## config.mk

```make
export PLATFORM = sky130hd
export DESIGN_NAME = imv_top
export DESIGN_NICKNAME = d
export VERILOG_FILES = /design/src/imv_pkg.sv /design/src/imv_posted.sv /design/src/imv_prio_enc.sv /design/src/imv_top.sv
export SDC_FILE = /design/constraint.sdc
export NUM_CORES = 1
export LEC_CHECK = 0
export BUFFER_PORTS_ARGS = -buffer_cell sky130_fd_sc_hd__buf_2
export CAP_MARGIN = 40
export CORE_MARGIN = 2
export CORE_UTILIZATION = 30
export CTS_CLUSTER_DIAMETER = 40
export CTS_CLUSTER_SIZE = 24
export DETAILED_ROUTE_END_ITERATION = 8
export HOLD_SLACK_MARGIN = 0.12
export PLACE_DENSITY = 0.64
export SYNTH_ARGS = -nofsm -noshare
export SYNTH_HDL_FRONTEND = slang
export SYNTH_SLANG_ARGS = --single-unit
```

## constraint.sdc

```tcl
create_clock -name pclk -period 4.1 [get_ports pclk]
set_input_delay 0.41 -clock pclk [delete_from_list [all_inputs] [get_ports pclk]]
set_output_delay 0.41 -clock pclk [all_outputs]
set_load 0.005 [all_outputs]
```

## src/imv_pkg.sv

```systemverilog
// Constants and helpers shared by the interrupt mask and vector block
package imv_pkg;
  localparam int unsigned NUM_SRC = 11;
  localparam int unsigned ADDR_W = 12;
  // Register indices; byte address is four times the index
  localparam logic [7:0] IDX_MASK_A = 8'he0;
  localparam logic [7:0] IDX_MASK_B = 8'he1;
  localparam logic [7:0] IDX_VECTOR = 8'he2;
  localparam logic [11:0] ADDR_MASK_A = {2'h0, IDX_MASK_A, 2'h0};
  localparam logic [11:0] ADDR_MASK_B = {2'h0, IDX_MASK_B, 2'h0};
  localparam logic [11:0] ADDR_VECTOR = {2'h0, IDX_VECTOR, 2'h0};
  localparam logic [7:0] MASK_A_RESET = 8'h00;
  localparam logic [7:0] MASK_B_RESET = 8'h00;
  localparam logic [7:0] VECTOR_RESET = 8'h00;
  localparam logic [7:0] MASK_B_WRITABLE = 8'he0;
  // Mask group a field positions
  localparam int unsigned A_POWER_ON_LOW_VOLTAGE_EVENT = 0;
  localparam int unsigned A_EXT_PIN_ZERO = 1;
  localparam int unsigned A_SPI_TX = 2;
  localparam int unsigned A_SPI_RX = 3;
  localparam int unsigned A_GPIO0 = 4;
  localparam int unsigned A_EXT_PIN_ONE = 5;
  localparam int unsigned A_SLEEP = 6;
  localparam int unsigned A_GPIO1 = 7;
  // Mask group b field positions
  localparam int unsigned B_ONE_MS = 5;
  localparam int unsigned B_INTERVAL = 6;
  localparam int unsigned B_CAPTURE = 7;
  // Source index in the flat pending vector; group b follows group a
  localparam int unsigned S_ONE_MS = 8;
  localparam int unsigned S_INTERVAL = 9;
  localparam int unsigned S_CAPTURE = 10;
  localparam logic [7:0] VECTOR_NONE = 8'h00;
  localparam logic [7:0] VECTOR_STEP = 8'h04;

  // Lowest source index has the highest priority
  function automatic logic [7:0] vector_of(input logic [3:0] idx);
    logic [7:0] v;
    v = 8'((8'(idx) + 8'h01) * VECTOR_STEP);
    return v;
  endfunction

  function automatic logic [NUM_SRC-1:0] flat_mask(input logic [7:0] ma, input logic [7:0] mb);
    return {mb[B_CAPTURE], mb[B_INTERVAL], mb[B_ONE_MS], ma};
  endfunction
endpackage

```

## src/imv_posted.sv

```systemverilog
// Posted interrupt flags with mask gating into the pending set
`timescale 1ns/1ps
module imv_posted #(
  parameter int unsigned N = imv_pkg::NUM_SRC
) (
  input wire logic pclk,
  input wire logic presetn,
  input wire logic clk_en,
  input wire logic [N-1:0] src_event,
  input wire logic [N-1:0] mask,
  input wire logic clear_pending,
  output logic [N-1:0] posted,
  output logic [N-1:0] pending
);
  logic [N-1:0] posted_r;
  logic [N-1:0] posted_nxt;

  always_comb begin
    posted_nxt = posted_r;
    // Only unmasked flags are dropped; masked ones wait for their mask
    if (clear_pending) begin
      posted_nxt = posted_nxt & ~mask;
    end
    // Set wins over a clear in the same cycle
    posted_nxt = posted_nxt | src_event;
  end

  always_ff @(posedge pclk or negedge presetn) begin
    if (!presetn) begin
      posted_r <= '0;
    end else if (clk_en) begin
      posted_r <= posted_nxt;
    end
  end

  assign posted = posted_r;
  assign pending = posted_r & mask;
endmodule // imv_posted

```

## src/imv_prio_enc.sv

```systemverilog
// Picks the highest priority pending source and gives its vector code
`timescale 1ns/1ps
module imv_prio_enc #(
  parameter int unsigned N = imv_pkg::NUM_SRC
) (
  input wire logic [N-1:0] pending,
  output logic [7:0] vector
);
  always_comb begin
    vector = imv_pkg::VECTOR_NONE;
    for (int i = N - 1; i >= 0; i--) begin
      if (pending[i]) begin
        vector = imv_pkg::vector_of(4'(i));
      end
    end
  end
endmodule // imv_prio_enc

```

## src/imv_top.sv

```systemverilog
// Interrupt mask and vector block with an APB register slave
// Contract
// - Mask b bit 7 gates capture channel zero; 0 masks, 1 unmasks.
// - Mask b bit 6 gates the interval timer; 1 unmasks, 0 masks.
// - Mask b bit 5 gates the 1 ms timer; 0 masks, 1 unmasks.
// - Mask a bit 7 gates GPIO port 1; 1 unmasks, 0 masks.
// - Mask a bit 6 gates the sleep timer; 0 masks, 1 unmasks.
// - Mask a bits 5 and 1 gate external pins one and zero.
// - Mask a bit 4 gates GPIO port 0; 0 masks, 1 unmasks.
// - Mask a bits 3 and 2 gate SPI receive and transmit.
// - Mask a bit 0 gates power-on / low-voltage; 0 masks, 1 unmasks.
// - Reading the vector register returns the highest priority pending code.
// - Any write to the vector register clears all pending interrupts except those whose event arrives in the same cycle.
// - Cleared mask keeps a posted interrupt out of the pending set.
// - Sources still post while masked; pending follows once unmasked.
`timescale 1ns/1ps
module imv_top (
  input wire logic pclk,
  input wire logic presetn,
  input wire logic clk_en,
  input wire logic psel,
  input wire logic penable,
  input wire logic pwrite,
  input wire logic [imv_pkg::ADDR_W-1:0] paddr,
  input wire logic [31:0] pwdata,
  output logic [31:0] prdata,
  output logic pready,
  output logic pslverr,
  input wire logic power_on_low_voltage_event,
  input wire logic ext_pin_irq_zero,
  input wire logic spi_tx_event,
  input wire logic spi_rx_event,
  input wire logic gpio_port0_event,
  input wire logic ext_pin_irq_one,
  input wire logic sleep_timer_event,
  input wire logic gpio_port1_event,
  input wire logic one_ms_timer_event,
  input wire logic interval_timer_event,
  input wire logic capture_channel_zero_event,
  output logic irq_request
);
  localparam int unsigned N = imv_pkg::NUM_SRC;

  logic [7:0] source_mask_group_a_r;
  logic [7:0] source_mask_group_a_nxt;
  logic [7:0] source_mask_group_b_r;
  logic [7:0] source_mask_group_b_nxt;
  logic [7:0] pending_vector_clear_r;
  logic [7:0] pending_vector_clear_nxt;
  logic [31:0] prdata_r;
  logic [31:0] prdata_nxt;
  logic pready_r;
  logic pready_nxt;
  logic pslverr_r;
  logic pslverr_nxt;
  logic irq_request_r;
  logic irq_request_nxt;

  logic [N-1:0] src_event;
  logic [N-1:0] mask_flat;
  logic [N-1:0] posted;
  logic [N-1:0] pending;
  logic [7:0] vector_now;
  logic access;
  logic wr_done;
  logic hit_a;
  logic hit_b;
  logic hit_v;
  logic clear_pending;

  assign src_event = {capture_channel_zero_event, interval_timer_event, one_ms_timer_event,
                      gpio_port1_event, sleep_timer_event, ext_pin_irq_one, gpio_port0_event,
                      spi_rx_event, spi_tx_event, ext_pin_irq_zero,
                      power_on_low_voltage_event};
  assign mask_flat = imv_pkg::flat_mask(source_mask_group_a_r, source_mask_group_b_r);

  // Access phase holds one wait state so read data comes from a flop
  assign access = psel && penable;
  assign wr_done = access && pready_r && pwrite;
  assign hit_a = (paddr == imv_pkg::ADDR_MASK_A);
  assign hit_b = (paddr == imv_pkg::ADDR_MASK_B);
  assign hit_v = (paddr == imv_pkg::ADDR_VECTOR);
  assign clear_pending = wr_done && hit_v;

  imv_posted #(
    .N(N)
  ) u_posted (
    .pclk(pclk),
    .presetn(presetn),
    .clk_en(clk_en),
    .src_event(src_event),
    .mask(mask_flat),
    .clear_pending(clear_pending),
    .posted(posted),
    .pending(pending)
  );

  imv_prio_enc #(
    .N(N)
  ) u_prio_enc (
    .pending(pending),
    .vector(vector_now)
  );

  // Register file and APB answer
  always_comb begin
    source_mask_group_a_nxt = source_mask_group_a_r;
    source_mask_group_b_nxt = source_mask_group_b_r;
    pending_vector_clear_nxt = vector_now;
    prdata_nxt = prdata_r;
    pslverr_nxt = pslverr_r;
    pready_nxt = access && !pready_r;
    irq_request_nxt = |pending;
    if (access && !pready_r) begin
      pslverr_nxt = !(hit_a || hit_b || hit_v);
      prdata_nxt = 32'h0000_0000;
      if (!pwrite) begin
        unique case (1'b1)
          hit_a: prdata_nxt = {24'h00_0000, source_mask_group_a_r};
          hit_b: prdata_nxt = {24'h00_0000, source_mask_group_b_r};
          hit_v: prdata_nxt = {24'h00_0000, pending_vector_clear_r};
          default: prdata_nxt = 32'h0000_0000;
        endcase
      end
    end
    if (wr_done && hit_a) begin
      source_mask_group_a_nxt = pwdata[7:0];
    end
    if (wr_done && hit_b) begin
      // Reserved low bits never take a one
      source_mask_group_b_nxt = pwdata[7:0] & imv_pkg::MASK_B_WRITABLE;
    end
    if (clear_pending) begin
      // Shows the cleared state on the next read without a stale code
      pending_vector_clear_nxt = imv_pkg::VECTOR_NONE;
    end
  end

  always_ff @(posedge pclk or negedge presetn) begin
    if (!presetn) begin
      source_mask_group_a_r <= imv_pkg::MASK_A_RESET;
      source_mask_group_b_r <= imv_pkg::MASK_B_RESET;
      pending_vector_clear_r <= imv_pkg::VECTOR_RESET;
      prdata_r <= 32'h0000_0000;
      pready_r <= 1'b0;
      pslverr_r <= 1'b0;
      irq_request_r <= 1'b0;
    end else if (clk_en) begin
      source_mask_group_a_r <= source_mask_group_a_nxt;
      source_mask_group_b_r <= source_mask_group_b_nxt;
      pending_vector_clear_r <= pending_vector_clear_nxt;
      prdata_r <= prdata_nxt;
      pready_r <= pready_nxt;
      pslverr_r <= pslverr_nxt;
      irq_request_r <= irq_request_nxt;
    end
  end

  assign prdata = prdata_r;
  assign pready = pready_r;
  assign pslverr = pslverr_r;
  assign irq_request = irq_request_r;

  // Checks
  // Mask gating per source
  a_capture_gate: assert property (@(posedge pclk) disable iff (!presetn)
    (pending[imv_pkg::S_CAPTURE] == (posted[imv_pkg::S_CAPTURE]
      && source_mask_group_b_r[imv_pkg::B_CAPTURE])))
    else $error("capture pending disagrees with mask");

  a_interval_gate: assert property (@(posedge pclk) disable iff (!presetn)
    clk_en && interval_timer_event && source_mask_group_b_r[imv_pkg::B_INTERVAL]
      && !(wr_done && hit_b) |=> pending[imv_pkg::S_INTERVAL])
    else $error("unmasked interval event not pending");

  a_one_ms_gate: assert property (@(posedge pclk) disable iff (!presetn)
    !source_mask_group_b_r[imv_pkg::B_ONE_MS] |-> !pending[imv_pkg::S_ONE_MS])
    else $error("masked 1 ms source pending");

  a_gpio1_gate: assert property (@(posedge pclk) disable iff (!presetn)
    !source_mask_group_a_r[imv_pkg::A_GPIO1] |-> !pending[imv_pkg::A_GPIO1])
    else $error("masked port 1 source pending");

  a_sleep_gate: assert property (@(posedge pclk) disable iff (!presetn)
    clk_en && sleep_timer_event && source_mask_group_a_r[imv_pkg::A_SLEEP]
      && !(wr_done && hit_a) |=> pending[imv_pkg::A_SLEEP])
    else $error("unmasked sleep event not pending");

  a_ext_pin_gate: assert property (@(posedge pclk) disable iff (!presetn)
    (pending[imv_pkg::A_EXT_PIN_ONE] |-> source_mask_group_a_r[imv_pkg::A_EXT_PIN_ONE])
      and (pending[imv_pkg::A_EXT_PIN_ZERO] |-> source_mask_group_a_r[imv_pkg::A_EXT_PIN_ZERO]))
    else $error("masked external pin pending");

  a_gpio0_gate: assert property (@(posedge pclk) disable iff (!presetn)
    !source_mask_group_a_r[imv_pkg::A_GPIO0] |-> !pending[imv_pkg::A_GPIO0])
    else $error("masked port 0 source pending");

  a_spi_gate: assert property (@(posedge pclk) disable iff (!presetn)
    (pending[imv_pkg::A_SPI_RX] |-> source_mask_group_a_r[imv_pkg::A_SPI_RX])
      and (pending[imv_pkg::A_SPI_TX] |-> source_mask_group_a_r[imv_pkg::A_SPI_TX]))
    else $error("masked SPI source pending");

  a_por_gate: assert property (@(posedge pclk) disable iff (!presetn)
    !source_mask_group_a_r[imv_pkg::A_POWER_ON_LOW_VOLTAGE_EVENT] |-> !pending[imv_pkg::A_POWER_ON_LOW_VOLTAGE_EVENT])
    else $error("masked power source pending");

  a_all_masked: assert property (@(posedge pclk) disable iff (!presetn)
    source_mask_group_a_r == 8'h00 && source_mask_group_b_r == 8'h00 |-> pending == '0)
    else $error("pending set while every source masked");

  // Register writes and holds
  a_mask_a_write: assert property (@(posedge pclk) disable iff (!presetn)
    clk_en && wr_done && hit_a |=> source_mask_group_a_r == $past(pwdata[7:0]))
    else $error("mask a write did not land");

  a_mask_b_write: assert property (@(posedge pclk) disable iff (!presetn)
    clk_en && wr_done && hit_b
      |=> source_mask_group_b_r == ($past(pwdata[7:0]) & imv_pkg::MASK_B_WRITABLE))
    else $error("mask b write did not land");

  a_mask_a_hold: assert property (@(posedge pclk) disable iff (!presetn)
    !(clk_en && wr_done && hit_a) |=> $stable(source_mask_group_a_r))
    else $error("mask a changed without a write");

  a_mask_b_hold: assert property (@(posedge pclk) disable iff (!presetn)
    !(clk_en && wr_done && hit_b) |=> $stable(source_mask_group_b_r))
    else $error("mask b changed without a write");

  a_freeze_state: assert property (@(posedge pclk) disable iff (!presetn)
    !clk_en |=> $stable(posted) && $stable(pending_vector_clear_r) && $stable(pready_r)
      && $stable(prdata_r) && $stable(irq_request_r))
    else $error("state moved while clock enable low");

  // Posting, clearing and the vector code
  a_post_events: assert property (@(posedge pclk) disable iff (!presetn)
    clk_en && !clear_pending |=> posted == ($past(posted) | $past(src_event)))
    else $error("posted flags not the sum of events");

  a_clear_spares: assert property (@(posedge pclk) disable iff (!presetn)
    clk_en && clear_pending |=> ($past(posted) & ~$past(mask_flat) & ~posted) == '0)
    else $error("clear dropped a masked posted flag");

  // An event racing the clear must not be lost, or the source would go silent
  a_event_wins: assert property (@(posedge pclk) disable iff (!presetn)
    clk_en && clear_pending && src_event != '0
      |=> (posted & $past(src_event)) == $past(src_event))
    else $error("event lost to a clear in the same cycle");

  a_vector_tracks: assert property (@(posedge pclk) disable iff (!presetn)
    clk_en && !clear_pending |=> pending_vector_clear_r == $past(vector_now))
    else $error("vector register lags the encoder");

  a_vector_idle: assert property (@(posedge pclk) disable iff (!presetn)
    (pending == '0) == (vector_now == imv_pkg::VECTOR_NONE))
    else $error("vector code disagrees with pending set");

  a_vector_top: assert property (@(posedge pclk) disable iff (!presetn)
    pending[imv_pkg::A_POWER_ON_LOW_VOLTAGE_EVENT] |-> vector_now == imv_pkg::VECTOR_STEP)
    else $error("highest priority source not chosen");

  a_irq_follows: assert property (@(posedge pclk) disable iff (!presetn)
    clk_en |=> irq_request_r == ($past(pending) != '0))
    else $error("request line does not follow pending");

  // Register bus answer
  a_vector_read: assert property (@(posedge pclk) disable iff (!presetn)
    clk_en && access && !pready_r && !pwrite && hit_v
      |=> pready_r && prdata_r == {24'h00_0000, $past(pending_vector_clear_r)})
    else $error("vector read data wrong");

  a_vector_clear: assert property (@(posedge pclk) disable iff (!presetn)
    clk_en && clear_pending && src_event == '0 |=> (pending == '0)
      && pending_vector_clear_r == imv_pkg::VECTOR_NONE)
    else $error("vector write left pending work");

  a_masked_keeps: assert property (@(posedge pclk) disable iff (!presetn)
    clk_en && capture_channel_zero_event && !source_mask_group_b_r[imv_pkg::B_CAPTURE]
      |=> posted[imv_pkg::S_CAPTURE])
    else $error("masked source did not post");

  a_reserved_zero: assert property (@(posedge pclk) disable iff (!presetn)
    (source_mask_group_b_r & ~imv_pkg::MASK_B_WRITABLE) == 8'h00)
    else $error("reserved mask bits set");

  a_read_reserved: assert property (@(posedge pclk) disable iff (!presetn)
    clk_en && access && !pready_r && !pwrite && hit_b |=> prdata_r[4:0] == 5'h00)
    else $error("reserved mask b bits read as one");

  a_one_wait: assert property (@(posedge pclk) disable iff (!presetn)
    clk_en && access && !pready_r |=> pready_r)
    else $error("access not answered after one wait state");

  a_slverr_map: assert property (@(posedge pclk) disable iff (!presetn)
    clk_en && access && !pready_r && !(hit_a || hit_b || hit_v)
      |=> pslverr_r && prdata_r == '0)
    else $error("unmapped access not flagged");

  a_pready_pulse: assert property (@(posedge pclk) disable iff (!presetn)
    pready_r && clk_en |=> !pready_r)
    else $error("pready held over two cycles");

  a_reset_clean: assert property (@(posedge pclk)
    $rose(presetn) |-> source_mask_group_a_r == 8'h00 && source_mask_group_b_r == 8'h00
      && pending_vector_clear_r == 8'h00)
    else $error("registers not cleared by reset");
endmodule // imv_top

```

# After elaboration in Yosys (flattened, before gate mapping)
# Index checks and enable logic that the tools add are counted.
op_classes:
  n_addsub: 0
  multipliers: 0
  div_mod_pow: 0
  order_cmp: 0
  n_eq_ne: 3
  n_shift: 0
  n_mux: 15
  bitwise: 4
  reduce_logical: 15
ops:
  columns: ["operator", "count"]
  rows:
  - ["6-bit two-way mux", 11]
  - ["12-bit by 10-bit == test with 1-bit output (second input constant)", 3]
  - ["8-bit one-hot mux with 3 select lines", 1]
  - ["11-bit AND", 2]
  - ["8-bit two-way mux", 2]
  - ["11-bit two-way mux", 1]
  - ["11-bit inverter", 1]
  - ["11-bit OR", 1]
  - ["11-bit OR reduction", 1]
  - ["1-bit logical AND", 7]
  - ["2-bit AND reduction", 3]
  - ["1-bit zero test", 2]
  - ["1-bit logical OR", 2]
totals:
  regBits: 65
  latchBits: 0
  ram_bits: 0
  rom_bits: 0
  inputBits: 61
  out_inout_bits: 35
  wordCells: 45
  memories: 0

# Longest topological paths before layout
logic_depth:
  word_depth: 13
  ltp_mapped: 6
  mapped_depth_nobuf: 5

# Hierarchy
# From an unflattened synthesis, not the netlist that was laid out.
hier_totals:
  hier_cells: 220
  area_unflattened_um2: 2220.9
by_module_without_submodules:
  columns: ["module", "n_inst", "cells_each", "area_each_um2", "seq_area_each_um2"]
  rows:
  - ["imv_top", 1, 150, 1566.5, 750.7]
  - ["imv_posted", 1, 47, 513.0, 275.3]
  - ["imv_prio_enc", 1, 23, 141.4, 0.0]

# Worst setup path before layout
# Ideal clock, no wire load.
synth_timing:
  kind: "input -> register"
  from: "input port paddr[5] (netlist bit)"
  to: "register source_mask_group_b_r[5]"
  setup_time_ns: 0.125
  t_arrival_ns: 1.653
  required_ns: 3.975
  path_slack_ns: 2.323
  cell_stages: 5
  path_buffers: 0
  cell_sequence: "nor4b_4 -> nand2_2 -> nor4_4 -> and2b_2 -> mux2_2"
synth_via:
  elab_chain_cells: 3
synth_lines:
  columns: ["item", "line_no", "source"]
  rows:
  - ["start: declaration", "imv_top.sv:24", "input wire logic [imv_pkg::ADDR_W-1:0] paddr,"]
  - ["12-bit by 10-bit == test with 1-bit output", "imv_top.sv:81", "assign hit_b = (paddr == imv_pkg::ADDR_MASK_B);"]
  - ["1-bit logical AND", "imv_top.sv:129", "if (wr_done && hit_b) begin"]
  - ["2-bit AND reduction (no line)", null, null]
  - ["end signal: assignment", "imv_top.sv:142", "source_mask_group_b_r <= imv_pkg::MASK_B_RESET;"]
  - ["end signal: assignment", "imv_top.sv:150", "source_mask_group_b_r <= source_mask_group_b_nxt;"]
  - ["end: declaration", "imv_top.sv:46", "logic [7:0] source_mask_group_b_r;"]
# No other way between the ends.
# A chain may end at the register's enable or synchronous reset.

# Worst setup path after layout
layout_timing:
  from: "input port paddr[5] (netlist bit)"
  to: "register u_posted.posted_r[1] (netlist: u_posted.posted[1])"
layout_via:
  elab_chain_cells: 4
layout_lines:
  columns: ["item", "line_no", "source"]
  rows:
  - ["12-bit by 10-bit == test with 1-bit output", "imv_top.sv:82", "assign hit_v = (paddr == imv_pkg::ADDR_VECTOR);"]
  - ["1-bit logical AND", "imv_top.sv:83", "assign clear_pending = wr_done && hit_v;"]
  - ["11-bit two-way mux", "imv_posted.sv:21", "if (clear_pending) begin"]
  - ["11-bit OR", "imv_posted.sv:25", "posted_nxt = posted_nxt | src_event;"]
  - ["end signal: assignment", "imv_posted.sv:32", "posted_r <= posted_nxt;"]
  - ["end: declaration", "imv_posted.sv:15", "logic [N-1:0] posted_r;"]
# No other way between the ends.

==> implementation parameters <==
Parameter                              Value

Worst setup path
  Critical Path Max Stage Delay ... 620 ps
  Crit path max fanout ... 11
  Cells along the critical path ... buf_2 > nor4b_4 > nand4_1 > nor2_1 > nand2_1 > a22o_1
  Critical Path RT ... 4270 ps
  Crit path launch type ... input port
  Nature of the critical path endpoint ... flip-flop
  Worst endpoint data arrival time ... 2070 ps
  Worst setup path category ... input port to flip-flop
  Slowest cell on crit path ... sky130_fd_sc_hd__nor2_1

Timing
  Number of max-slew violations in the final report ... 0
  Tightest Pin Transition ... 816 ps
  Clock skew ... 7.16 ps
  Headroom to the max-slew limit ... 0.456
  Period Utilization, post-route ... 0.462
  RSZ-0062 raised after global routing ... no
  Fmax ... 0.528 GHz
  Setup Total Neg Slack ... 0 ps
  Final hold slack ... 214 ps
  Final setup fails ... 0
  Final worst path period need ... 1890 ps
  Final hold violation count ... 0

GRT
  First-pass GRT wire length ... 7.04 mm
  Antenna violations before repair ... 0
  Largest net degree at the start of global routing ... 38
  Overall global routing resource usage ... 0.127
  Vias in the first global route ... 1,463
  Total gr overflow ... 0

Synthesis
  Share of synthesized cell area in full adder, half adder and majority cells ... 0
  Mapped Area ... 1950 µm²
  Share of the synthesized netlist area taken by xor and xnor gates ... 0
  Synthesis warning total ... 0
  Synth Area in Compound Gates ... 0.154
  Number of enable flip-flop cells after synthesis ... 0
  Sequential area share after synthesis ... 0.474
  Primary flip-flop cell chosen by synthesis mapping ... sky130_fd_sc_hd__dfrtp_1
  Fraction of synthesized area in multiplexers ... 0.0788
  Gate count of the mapped netlist ... 185
  Dominant combinational cell family by area after synthesis ... simple AND/OR/NAND/NOR gates
  Proportion of synthesized flip-flops having asynchronous set or reset ... 1.00
  Area fraction in and, or, nand and nor cells after synthesis ... 0.180
  Netlist cell types ... 39
  FF+latch count, synth ... 37
  Avg Inst Size Synth ... 10.6 µm²

Drt
  WL/cell ... 14.1 µm
  Post-detailed-routing wire length ... 4.37 mm
  Via density ... 4.76
  DR pass1 iterations ... 4
  Number of nets with antenna violations after detailed routing ... 0
  M1 wire length ... 2.01 mm
  Via count ... 1,475
  Highest metal layer used by the detailed router ... met4
  First DRT Iteration DRCs ... 73
  DRC violation count after routing ... 0
  Met2 routed WL ... 1.98 mm
  Sum of met3 wire segment lengths after detailed routing ... 330 µm

Placement
  Number of buffers added on ports ... 47
  HPWL after DPL ... 3.35 mm
  Number of instances in the placed design ... 303
  Final weighted congestion of routability-driven global placement ... 0.758

Floorplan
  Num ports ... 96
  Standard-cell row count ... 29
  Die Area ... 7170 µm²
  Width of the die ... 84.7 µm
  Vertical die dimension ... 84.7 µm
  Floorplan Core Area ... 6310 µm²
  Initial Util ... 0.309

Cells and area
  Total of fill cells in the finished design ... 648
  Post-layout instance count excluding filler cells ... 310
  Sequential cell area in the final layout ... 926 µm²
  Fraction of final layout cells sized beyond drive strength 1 ... 0.313
  Layout Area Growth over Synthesis ... 15.5%
  Most frequent standard cell in the layout excluding fill and tap cells ... sky130_fd_sc_hd__buf_2
  Leading cell types in the layout, fill and taps excluded ... sky130_fd_sc_hd__buf_2, sky130_fd_sc_hd__dfrtp_1, sky130_fd_sc_hd__nand2_1
  Number of diodes added for antenna fixing ... 0
  Combined area of the multi-input logic cells ... 897 µm²
  Final nets ... 294

Pwr
  Worst vdd rail ir drop ... 0.104 mV
  Leakage power total ... 0.00108 µW
  Pwr Density ... 300 nW/µm²

CTS
  TritonCTS clock tree ... built
  Hold-fix buffers at CTS ... 0
  Clock Path Buffers ... 2
  Clock tree root buffer cell ... sky130_fd_sc_hd__clkbuf_8
  CTS resizes ... 0
  Post-CTS Setup Inserts ... 0
  CTS H-tree lvls ... 2
  Clock transition time at the flip-flop clock pins of the worst setup and hold paths ... 70 ps
  Clk Latency, worst-skew pair ... 290 ps
  Cts bufs inserted ... 5
  Sink count of the clock tree ... 37

Job
  Max-cap violation count ... 0

Min path
  Type of the most critical hold path ... input port to async pin

Outcome
  Outcome ... completed
==> final timing paths <==
| kind | startpoint | endpoint | slack (ps) | cells past startpoint |
|---|---|---|---|---|
| hold / removal | presetn | source_mask_group_a_r[6] | 210 | 1 |
| hold reg to reg | prdata[0] | prdata[0] | 480 | 2 |
| max in group asynchronous | presetn | u_posted.posted[3] | 3370 | 1 |
| min in group pclk | interval_timer_event | u_posted.posted[9] | 350 | 2 |
| setup / recovery | paddr[5] | u_posted.posted[1] | 2210 | 6 |
| setup reg to reg | pready | u_posted.posted[1] | 2270 | 5 |
==> layout make-up <==
type                            count  share of cell area
Tap cell                           77              0.0427
Inverter                            4             0.00666
Timing Repair Buffer               47               0.104
Multi-Input combinational cell    138               0.398
Sequential cell                    37               0.410
Clock buffer                        7              0.0383
==> per-stage QoR <==
stage	setup slack (ps)	util	power [µW]	instance area (µm²)
after floorplan	2320	-	413	2040
after global placement	1920	0.344	429	2170
after detailed placement	1830	0.344	430	2170
after CTS	2140	0.357	684	2260
after global routing	2090	0.357	709	2260
final	2210	0.357	676	2260
==> state kept, by name, indices dropped and copies added, names as in the netlist <==
| register | count |
|---|---|
| source_mask_group_a_r | 8 |
| irq_request | 1 |
| pending_vector_clear_r | 4 |
| source_mask_group_b_r | 3 |
| prdata | 8 |
| pslverr | 1 |
| u_posted.posted | 11 |
| pready | 1 |
==> power breakdown <==
group          switching [µW]  internal, µW
Clock                     120           133
Combinational            32.8          19.7
Sequential               1.83           368
==> metal layers <==
metal | track usage | vias to the layer above
met4 | 0.0404 | 0
met5 | 0 | -
met3 | 0.0462 | 7
met2 | 0.196 | 60
li1 | - | 719
met1 | 0.166 | 689
==> cells in the mapped netlist, types with 2 or more instances <==
cell type,n,share of area
sky130_fd_sc_hd__mux2i_1,3,0.015
sky130_fd_sc_hd__a22o_1,14,0.063
sky130_fd_sc_hd__a221oi_1,3,0.013
sky130_fd_sc_hd__nand3b_1,3,0.012
sky130_fd_sc_hd__inv_1,4,0.0077
sky130_fd_sc_hd__buf_4,24,0.092
sky130_fd_sc_hd__clkbuf_1,3,0.0058
sky130_fd_sc_hd__o21ai_0,12,0.031
sky130_fd_sc_hd__nand4_1,5,0.016
sky130_fd_sc_hd__buf_2,2,0.0051
sky130_fd_sc_hd__dfrtp_1,37,0.47
sky130_fd_sc_hd__nand3_1,3,0.0077
sky130_fd_sc_hd__nand2_1,32,0.062
sky130_fd_sc_hd__mux2_2,11,0.063
sky130_fd_sc_hd__nor2_1,4,0.0077
sky130_fd_sc_hd__a22oi_1,2,0.0077
==> worst max-delay path, delay by kind of cell <==
kind	cells	cell delay, ps
simple gates	4	1330
compound gates	1	210
buf+inv	1	110
==> cells by family after synthesis <==
logic type / Yosys count
compound gates: 40
buf+inv: 33
flops: 37
mux: 14
other cells: 1
simple gates: 60
(Power assumes the default switching activity.)
